$ cat src/rtl/bfp_consts.svh
`ifndef BFP_CONSTS_SVH
`define BFP_CONSTS_SVH
// register byte offsets
`define OFF_CTRL       8'h00
`define OFF_PH_THR     8'h04
`define OFF_RES_THR    8'h08
`define OFF_RT_DLY     8'h0C
`define OFF_BK_DLY     8'h10
`define OFF_SIG_MASK   8'h14
`define OFF_DO_MASK    8'h18
`define OFF_STATUS     8'h1C
`define OFF_CNT_BASE   8'h20
`define OFF_EV_STAMP   8'h30
// control field positions
`define CTL_RT_EN      0
`define CTL_FORCE_EN   1
`define CTL_FORCE_LSB  2
`define CTL_MODE_LSB   8
`define CTL_RSEL_LSB   12
// reset values
`define RST_PH_THR     16'h0014
`define RST_RES_THR    16'h04B0
`define RST_RT_DLY     19'h00014
`define RST_BK_DLY     19'h00028
// hysteresis and scaling
`define HYST_PCT       7'h61
`define PCT_FULL       7'h64
`define PH_TO_MAG      4'hA
// timing
`define DLY_STEP_MS    3'h5
`define MS_NS          1000000
`define CLK_PERIOD_NS  4
`endif

$ cat src/rtl/bfp_pkg.sv
package bfp_pkg;
    typedef enum logic [3:0] {
        MODE_CUR, MODE_DO, MODE_SIG, MODE_CUR_AND_DO, MODE_CUR_OR_DO,
        MODE_CUR_AND_SIG, MODE_CUR_OR_SIG, MODE_SIG_AND_DO, MODE_SIG_OR_DO,
        MODE_ANY, MODE_ALL
    } mode_t;
    typedef enum logic [1:0] {
        RES_NONE, RES_ONE, RES_TWO, RES_CALC
    } res_sel_t;
    typedef enum logic [2:0] {
        COND_NORMAL, COND_START, COND_RETRIP, COND_BACKUP, COND_BLOCKED
    } cond_t;
    typedef struct packed {
        logic start;
        logic retrip;
        logic backup;
        logic blocked;
    } flags_t;
    typedef struct packed {
        flags_t      on;
        flags_t      off;
        logic [31:0] stamp_ms;
        logic [2:0]  fault_phases;
        logic [47:0] currents;
    } event_t;
endpackage

$ cat src/rtl/breaker_failure_protection.sv
// Summary of operation
// any phase or selected residual above threshold picks up current criterion
// current pick-up releases below 97 percent of phase threshold
// user grades retrip plus breaker time plus release below backup delay
// residual source code: 0 none, 1 input one, 2 input two, 3 calculated
// eleven mode codes 0 to 10 select criteria and combinations
// masked trip signals count only in modes with signal criterion
// masked output relays count only in modes with relay criterion
// forcing enabled overrides state with forced code 0 to 4
// readable condition code 0 normal to 4 blocked
// phase threshold in 0.01 nominal steps, default 0.20
// residual threshold in 0.001 nominal steps, default 1.200
// binary criteria pick up in same evaluation, no delay
// start only while pick-up active and blocking inactive
// blocking input sampled each evaluation before acting on pick-up
// blocking at pick-up gives blocked, no start, no timing
// blocking after start drops start like a pick-up release
// blocking issues time-stamped event with currents and fault type
// blocking must arrive 5 ms before delay expires
// one pick-up starts retrip and backup timers together
// retrip enable, default on, suppresses retrip when off
// retrip after retrip delay, 5 ms steps, default 0.100 s
// backup trip after backup delay, 5 ms steps, default 0.200 s
// output on and off events stamped with 1 ms resolution
// resettable counters of retrip, backup, start, blocked
// AND modes need all criteria, OR modes any
// pick-up release clears timers and drops start, retrip, backup
`timescale 1ns/10ps
`default_nettype none
`include "bfp_consts.svh"
module breaker_failure_protection
    import bfp_pkg::*;
#(
    parameter int MAG_W     = 16,
    parameter int SIG_W     = 16,
    parameter int DO_W      = 8,
    parameter int MS_CYCLES = `MS_NS / `CLK_PERIOD_NS
)(
    input  wire logic             clk,
    input  wire logic             resetn,
    input  wire logic             psel,
    input  wire logic             penable,
    input  wire logic             pwrite,
    input  wire logic [7:0]       paddr,
    input  wire logic [31:0]      pwdata,
    output logic                  pready,
    output logic [31:0]           prdata,
    output logic                  pslverr,
    input  wire logic [MAG_W-1:0] phase_mag [3],
    input  wire logic [MAG_W-1:0] residual_input_one,
    input  wire logic [MAG_W-1:0] residual_input_two,
    input  wire logic [MAG_W-1:0] calculated_residual,
    input  wire logic [SIG_W-1:0] trip_signals,
    input  wire logic [DO_W-1:0]  relay_controls,
    input  wire logic             block_in,
    output flags_t                flags,
    output event_t                event_out
);
    localparam logic [18:0] MS_CNT = 19'(MS_CYCLES - 1);
    typedef enum logic [1:0] {ST_IDLE, ST_RUN, ST_BLOCK} state_t;

////////////////////////////////////////////////////////////////////////////
// registers
    logic [31:0]      ctrl_q;
    logic [15:0]      ph_thr_q;
    logic [15:0]      res_thr_q;
    logic [18:0]      rt_dly_q;
    logic [18:0]      bk_dly_q;
    logic [SIG_W-1:0] sig_mask_q;
    logic [DO_W-1:0]  do_mask_q;
    logic [31:0]      cnt_q [4];
    logic [31:0]      rd_d;
    logic             hit;
    logic [31:0]      stamp_q;
    logic [2:0]       cond_q;

    wire       setup     = psel & ~penable;
    wire       wr_acc    = psel & penable & pready & pwrite;
    wire       retrip_en = ctrl_q[`CTL_RT_EN];
    wire       force_en  = ctrl_q[`CTL_FORCE_EN];
    wire [2:0] force_st  = ctrl_q[`CTL_FORCE_LSB +: 3];
    wire [3:0] mode      = ctrl_q[`CTL_MODE_LSB +: 4];
    wire [1:0] res_sel   = ctrl_q[`CTL_RSEL_LSB +: 2];
    wire [3:0] cnt_idx   = 4'(paddr[7:2] - 6'(`OFF_CNT_BASE >> 2));

    always_comb
    begin
        hit  = 1'b1;
        rd_d = 32'h0;
        case (paddr)
            `OFF_CTRL:     rd_d = ctrl_q;
            `OFF_PH_THR:   rd_d = {16'h0, ph_thr_q};
            `OFF_RES_THR:  rd_d = {16'h0, res_thr_q};
            `OFF_RT_DLY:   rd_d = {13'h0, rt_dly_q};
            `OFF_BK_DLY:   rd_d = {13'h0, bk_dly_q};
            `OFF_SIG_MASK: rd_d = 32'(sig_mask_q);
            `OFF_DO_MASK:  rd_d = 32'(do_mask_q);
            `OFF_STATUS:   rd_d = {24'h0, flags, 1'b0, cond_q};
            `OFF_EV_STAMP: rd_d = stamp_q;
            default:
            begin
                if (paddr[7:4] == 4'h2 && paddr[1:0] == 2'h0)
                    rd_d = cnt_q[cnt_idx[1:0]];
                else
                    hit = 1'b0;
            end
        endcase
    end

    // no wait state: answer registered from the setup cycle
    always_ff @(posedge clk or negedge resetn)
    begin
        if (!resetn)
        begin
            pready  <= 1'b0;
            prdata  <= 32'h0;
            pslverr <= 1'b0;
        end
        else
        begin
            pready  <= setup;
            prdata  <= (setup && !pwrite) ? rd_d : 32'h0;
            pslverr <= setup & ~hit;
        end
    end

    always_ff @(posedge clk or negedge resetn)
    begin
        if (!resetn)
        begin
            ctrl_q     <= 32'h1;
            ph_thr_q   <= `RST_PH_THR;
            res_thr_q  <= `RST_RES_THR;
            rt_dly_q   <= `RST_RT_DLY;
            bk_dly_q   <= `RST_BK_DLY;
            sig_mask_q <= '0;
            do_mask_q  <= '0;
        end
        else if (wr_acc && !pslverr)
        begin
            case (paddr)
                `OFF_CTRL:     ctrl_q     <= {18'h0, pwdata[13:0]};
                `OFF_PH_THR:   ph_thr_q   <= pwdata[15:0];
                `OFF_RES_THR:  res_thr_q  <= pwdata[15:0];
                `OFF_RT_DLY:   rt_dly_q   <= pwdata[18:0];
                `OFF_BK_DLY:   bk_dly_q   <= pwdata[18:0];
                `OFF_SIG_MASK: sig_mask_q <= pwdata[SIG_W-1:0];
                `OFF_DO_MASK:  do_mask_q  <= pwdata[DO_W-1:0];
                default:       ;
            endcase
        end
    end

////////////////////////////////////////////////////////////////////////////
// pick-up
    logic [MAG_W-1:0] res_mag;
    logic             cur_pu_q;
    logic [3:0]       over;
    logic [3:0]       under;

    always_comb
    begin
        case (res_sel_t'(res_sel))
            RES_ONE:  res_mag = residual_input_one;
            RES_TWO:  res_mag = residual_input_two;
            RES_CALC: res_mag = calculated_residual;
            default:  res_mag = '0;
        endcase
    end

    wire [MAG_W+6:0] rel_lim = (MAG_W+7)'(ph_thr_q) * `PH_TO_MAG * `HYST_PCT;
    genvar g;
    generate
        for (g = 0; g < 4; g++)
        begin : g_cmp
            wire [MAG_W-1:0] m   = (g < 3) ? phase_mag[g % 3] : res_mag;
            wire [MAG_W+4:0] thr = (g < 3) ? (MAG_W+5)'(ph_thr_q) * `PH_TO_MAG
                                           : (MAG_W+5)'(res_thr_q);
            wire             use_it = (g < 3) || (res_sel != 2'h0);
            assign over[g]  = use_it && ((MAG_W+5)'(m) > thr);
            assign under[g] = !use_it
                              || ((MAG_W+7)'(m) * `PCT_FULL < rel_lim);
        end
    endgenerate

    wire cur_pu_d = (|over) | (cur_pu_q & ~(&under));
    wire sig_hit  = |(trip_signals & sig_mask_q);
    wire do_hit   = |(relay_controls & do_mask_q);
    logic pu;

    always_comb
    begin
        case (mode_t'(mode))
            MODE_CUR:         pu = cur_pu_q;
            MODE_DO:          pu = do_hit;
            MODE_SIG:         pu = sig_hit;
            MODE_CUR_AND_DO:  pu = cur_pu_q & do_hit;
            MODE_CUR_OR_DO:   pu = cur_pu_q | do_hit;
            MODE_CUR_AND_SIG: pu = cur_pu_q & sig_hit;
            MODE_CUR_OR_SIG:  pu = cur_pu_q | sig_hit;
            MODE_SIG_AND_DO:  pu = sig_hit & do_hit;
            MODE_SIG_OR_DO:   pu = sig_hit | do_hit;
            MODE_ANY:         pu = cur_pu_q | do_hit | sig_hit;
            MODE_ALL:         pu = cur_pu_q & do_hit & sig_hit;
            default:          pu = 1'b0;
        endcase
    end

////////////////////////////////////////////////////////////////////////////
// state, timers, outputs
    state_t      st_q;
    state_t      st_d;
    logic [18:0] pre_q;
    logic [31:0] tmr_q;
    flags_t      fl_d;

    always_comb
    begin
        st_d = st_q;
        case (st_q)
            ST_IDLE:  if (pu) st_d = block_in ? ST_BLOCK : ST_RUN;
            ST_RUN:   if (!pu) st_d = ST_IDLE;
                      else if (block_in) st_d = ST_BLOCK;
            ST_BLOCK: if (!pu) st_d = ST_IDLE;
            default:  st_d = ST_IDLE;
        endcase
    end

    wire         ms_tick = (pre_q == MS_CNT);
    wire [31:0]  tmr_d   = (st_d != ST_RUN) ? 32'h0
                           : tmr_q + 32'(ms_tick);
    wire [21:0]  rt_ms   = 22'(rt_dly_q) * `DLY_STEP_MS;
    wire [21:0]  bk_ms   = 22'(bk_dly_q) * `DLY_STEP_MS;
    wire         run_d   = (st_d == ST_RUN);

    always_comb
    begin
        fl_d.start   = run_d;
        fl_d.retrip  = run_d && retrip_en && tmr_d >= 32'(rt_ms);
        fl_d.backup  = run_d && tmr_d >= 32'(bk_ms);
        fl_d.blocked = (st_d == ST_BLOCK);
        if (force_en)
        begin
            fl_d.start   = (force_st == COND_START);
            fl_d.retrip  = (force_st == COND_RETRIP);
            fl_d.backup  = (force_st == COND_BACKUP);
            fl_d.blocked = (force_st == COND_BLOCKED);
        end
    end

    wire [2:0] cond_d = fl_d.backup  ? COND_BACKUP
                      : fl_d.retrip  ? COND_RETRIP
                      : fl_d.start   ? COND_START
                      : fl_d.blocked ? COND_BLOCKED : COND_NORMAL;
    wire [3:0] rise   = fl_d & ~flags;

    always_ff @(posedge clk or negedge resetn)
    begin
        if (!resetn)
        begin
            cur_pu_q  <= 1'b0;
            st_q      <= ST_IDLE;
            pre_q     <= 19'h0;
            tmr_q     <= 32'h0;
            stamp_q   <= 32'h0;
            cond_q    <= COND_NORMAL;
            flags     <= '0;
            event_out <= '0;
        end
        else
        begin
            cur_pu_q  <= cur_pu_d;
            st_q      <= st_d;
            pre_q     <= ms_tick ? 19'h0 : pre_q + 19'h1;
            tmr_q     <= tmr_d;
            stamp_q   <= stamp_q + 32'(ms_tick);
            cond_q    <= cond_d;
            flags     <= fl_d;
            event_out.on           <= rise;
            event_out.off          <= ~fl_d & flags;
            event_out.stamp_ms     <= stamp_q;
            event_out.fault_phases <= over[2:0];
            event_out.currents     <= 48'({phase_mag[2], phase_mag[1], phase_mag[0]});
        end
    end

    // write to a counter clears it; a same-cycle occurrence still counts
    generate
        for (g = 0; g < 4; g++)
        begin : g_cnt
            wire clr = wr_acc && !pslverr && paddr[7:4] == 4'h2
                       && cnt_idx[1:0] == 2'(g);
            always_ff @(posedge clk or negedge resetn)
            begin
                if (!resetn)
                    cnt_q[g] <= 32'h0;
                else
                    cnt_q[g] <= (clr ? 32'h0 : cnt_q[g]) + 32'(rise[3-g]);
            end
        end
    endgenerate
endmodule
`default_nettype wire

$ cat config.mk
export PLATFORM = sky130hd
export DESIGN_NAME = breaker_failure_protection
export DESIGN_NICKNAME = d
export VERILOG_FILES = /design/src/rtl/bfp_pkg.sv /design/src/rtl/breaker_failure_protection.sv
export VERILOG_INCLUDE_DIRS = /design/src /design/src/rtl
export SDC_FILE = /design/constraint.sdc
export NUM_CORES = 2
export LEC_CHECK = 0
export BUFFER_PORTS_ARGS = -buffer_cell sky130_fd_sc_hd__buf_2
export CAP_MARGIN = 20
export CORE_MARGIN = 2
export CORE_UTILIZATION = 55
export CTS_BUF_LIST = sky130_fd_sc_hd__clkbuf_2 sky130_fd_sc_hd__clkbuf_4 sky130_fd_sc_hd__clkbuf_8
export DETAILED_ROUTE_END_ITERATION = 8
export PLACE_DENSITY = 0.74
export RECOVER_POWER = 25
export SYNTH_ARGS = -nofsm -noshare
export SYNTH_HDL_FRONTEND = slang
export SYNTH_SLANG_ARGS = --single-unit
export TNS_END_PERCENT = 100
$ cat constraint.sdc
create_clock -name clk -period 15.75 [get_ports clk]
set_input_delay 2.3625 -clock clk [delete_from_list [all_inputs] [get_ports clk]]
set_output_delay 2.3625 -clock clk [all_outputs]
set_load 0.01 [all_outputs]
==> impl_metrics.env <==
export IMPL_synth_top_flop_cell="dfrtp_1"
export IMPL_drt_wl_total_um=94800
export IMPL_grt_overflow=0
export IMPL_pwr_share_seq_pct=39.0
export IMPL_synthAdderAreaFrac_pct=23.8
export IMPL_cp_end_kind="async pin"
export IMPL_syn_area_um2=34900
export IMPL_layout_nets=4629
export IMPL_clkPwrFrac_pct=38.4
export IMPL_path_class="input pin to async pin"
export IMPL_synth_cell_types=87
export IMPL_drtPass1Iterations=7
export IMPL_setup_viol=0
export IMPL_portBuffers=281
export IMPL_design_die_area_um2=65500
export IMPL_critPathMaxStageDelay_ps=3850
export IMPL_power_density_nw_per_um2=80.3
export IMPL_worstPathArrival_ps=10690
export IMPL_yosys_area_share_xor_xnor_pct=7.55
export IMPL_core_area_um2=63000
export IMPL_hold_depth=0
export IMPL_rows=92
export IMPL_synth_seq_cells=454
export IMPL_grt_max_degree=154
export IMPL_area_growth_pct=11.9
export IMPL_cts_tree="yes"
export IMPL_synth_top_family_by_area="adder cells"
export IMPL_num_vias=28000
export IMPL_cts_root_buf="clkbuf_8"
export IMPL_clk_insertion_delay_late_ps=710
export IMPL_die_x_um=256
export IMPL_cts_repair_resize_count=0
export IMPL_finClkSkew_ps=40.8
export IMPL_avgViaCountPerCell=5.89
export IMPL_tightestPinTransition_ps=5620
export IMPL_p_leak_nw=20.0
export IMPL_p_switching_mw=0.966
export IMPL_gp_congestion=0.956
export IMPL_syn_instance_count=3511
export IMPL_relSlewSlack_pct=-275
export IMPL_synth_edf_count=0
export IMPL_min_period_ps=10010
export IMPL_grt_first_pass_wirelength_um=150000
export IMPL_setup_tns_ps=0
export IMPL_irDropWorstVdd_v=0.0000937
export IMPL_synth_compound_area_share_pct=11.4
export IMPL_start_util_pct=55.4
export IMPL_swShare_pct=30.8
export IMPL_cp_depth=4
export IMPL_final_common_cell="ha_1"
export IMPL_synthSimpleGateAreaFrac_pct=13.6
export IMPL_antenna_found_initial=5
export IMPL_cp_required_ps=16430
export IMPL_p_comb_share_pct=22.6
export IMPL_crit_top_cell="clkbuf_1"
export IMPL_yosysSeqAreaShare_pct=32.6
export IMPL_path_clk_slew_ps=60
export IMPL_finalMaxSlewViolations=164
export IMPL_numClockSinks=454
export IMPL_syn_avg_cell_area_um2=9.94
export IMPL_internal_power_mw=2.17
export IMPL_hold_slack_ps=435
export IMPL_cts_setup_buffers=0
export IMPL_numCtsBuffers=81
export IMPL_fmax_mhz=99.9
export IMPL_hp_class="register to register"
export IMPL_grt_pass1_vias=27600
export IMPL_post_drt_wl_per_cell_um=20.0
export IMPL_synth_warnings=0
export IMPL_async_flop_share_pct=100
export IMPL_crit_chain="clkbuf_1 > clkbuf_1 > buf_4 > buf_12"
export IMPL_cts_max_path_buffers=3
export IMPL_die_y_um=256
export IMPL_ios=295
export IMPL_htreeDepth=3
export IMPL_drive_gt1_share_pct=15.7
export IMPL_dp_hpwl_um=73200
export IMPL_grt_util_all_layers_pct=29.1
export IMPL_drc=0
export IMPL_rsz0062_at_grt="false"
export IMPL_final_cell_mix="ha_1 (572), dfrtp_1 (443), inv_1 (368)"
export IMPL_syn_nets=4307
export IMPL_drt_iter0_markers=2113
export IMPL_muxShareOfSynthArea_pct=6.32
export IMPL_ant_nets=0
export IMPL_crit_path_max_fanout=153
export IMPL_rr_worst_depth=25
export IMPL_cts_hold_buf=0
export IMPL_drv_cap=2
export IMPL_status="finished with violations"
export IMPL_cpMaxStageDelayCell="clkbuf_1"
export IMPL_layout_worst_path_cycle_share_pct=63.5
export IMPL_cp_top_family="buffers and inverters"
export IMPL_startpoint_type="input pin"
export IMPL_cp_num_buf_inv=4
export IMPL_finalHoldViolCount=0
export IMPL_failed_checks="max-capacitance violations, max-slew violations"
==> flip-flops by register name, indices dropped and copies added, names as in the netlist <==
register / cells
ctrl_q: 14
stamp_q: 32
pre_q: 19
pslverr: 1
st_q: 2
cnt_q: 128
do_mask_q: 8
flags: 4
cond_q: 3
ph_thr_q: 16
event_out: 91
tmr_q: 32
res_thr_q: 16
prdata: 32
cur_pu_q: 1
bk_dly_q: 19
sig_mask_q: 16
pready: 1
rt_dly_q: 19
==> area by class of cell <==
cell class              instances  area (µm²)
clock inverters                18         201
diodes                          3        7.51
repair buffers                307        1570
flip-flops and latches        454       11400
clock buffers                 126        1550
inverters                     369        1390
multi-input cells            2620       21900
fillers                      5315       23900
well taps                     846        1060
==> metrics by stage <==
step                      setup slack, ps  area, µm²  instances  util (%)  total power [mW]
after global routing                 4240      39100       4741      62.0              3.31
after floorplan                      8440      34900       3511         -              1.74
final                                5740      39100       4743      62.0              3.14
after CTS                            7480      39100       4738      62.1              3.15
after detailed placement             7060      37300       4594      59.3              1.94
after global placement               7200      37300       4594      59.3              1.93
==> path summary, 6_finish.rpt <==
path,to,start,slack [ps]
worst max-delay path,prdata[19],resetn,5740
worst min-delay path,event_out[79],stamp_q[28],440
worst max register to register,cur_pu_q,ph_thr_q[0],7370
worst min register to register,event_out[79],stamp_q[28],440
max in group clk,cur_pu_q,ph_thr_q[0],7370
min in group asynchronous,event_out[24],resetn,3750
==> layer usage <==
layer	vias up	track usage, %	wire length, µm	part of all wire, %
li1	13200	-	-	-
met1	13700	38.5	39700	42
met2	913	46.5	43500	46
met3	212	6.07	7610	8.0
met4	4	12.0	3930	4.1
met5	-	0	24	0.025
==> power by group through the flow <==
stage	Combinational, mW	Sequential [mW]	Clock [mW]
3_5_place_dp	0.699	1.24	0
2_1_floorplan	0.496	1.24	0
4_1_cts	0.706	1.22	1.22
5_1_grt	0.809	1.23	1.27
3_3_place_gp	0.682	1.24	0
6_report	0.710	1.22	1.20
==> cell families after synthesis <==
| group | Yosys count |
|---|---|
| buf+inv | 437 |
| mux | 165 |
| simple gates | 924 |
| fa+ha+maj | 630 |
| compound gates | 600 |
| xor+xnor | 301 |
| flops | 454 |
==> synthesized netlist by cell type, types with 23 or more instances <==
cell      instances  share of area (%)
a22oi_1          41               0.88
a31oi_1          24               0.43
mux2_2          124                4.0
nand4_1          76                1.4
clkbuf_1         36               0.39
nor2_1          278                3.0
a211oi_1         25               0.54
dfrtp_1         443                 32
inv_1           368                4.0
a221oi_1         23               0.58
a21oi_1         161                2.3
xnor2_1         135                3.4
nor2b_1          40               0.72
nor3_1           42               0.60
or3_1            28               0.50
o21ai_0         123                1.8
fa_1             58                3.3
nand3_1         107                1.5
mux4_2           32                2.1
ha_1            572                 21
xor2_1          166                4.2
and2_1           29               0.52
a21o_1           54                1.2
and3_1           31               0.56
nand2_1         177                1.9
(Power assumes the default switching activity.)
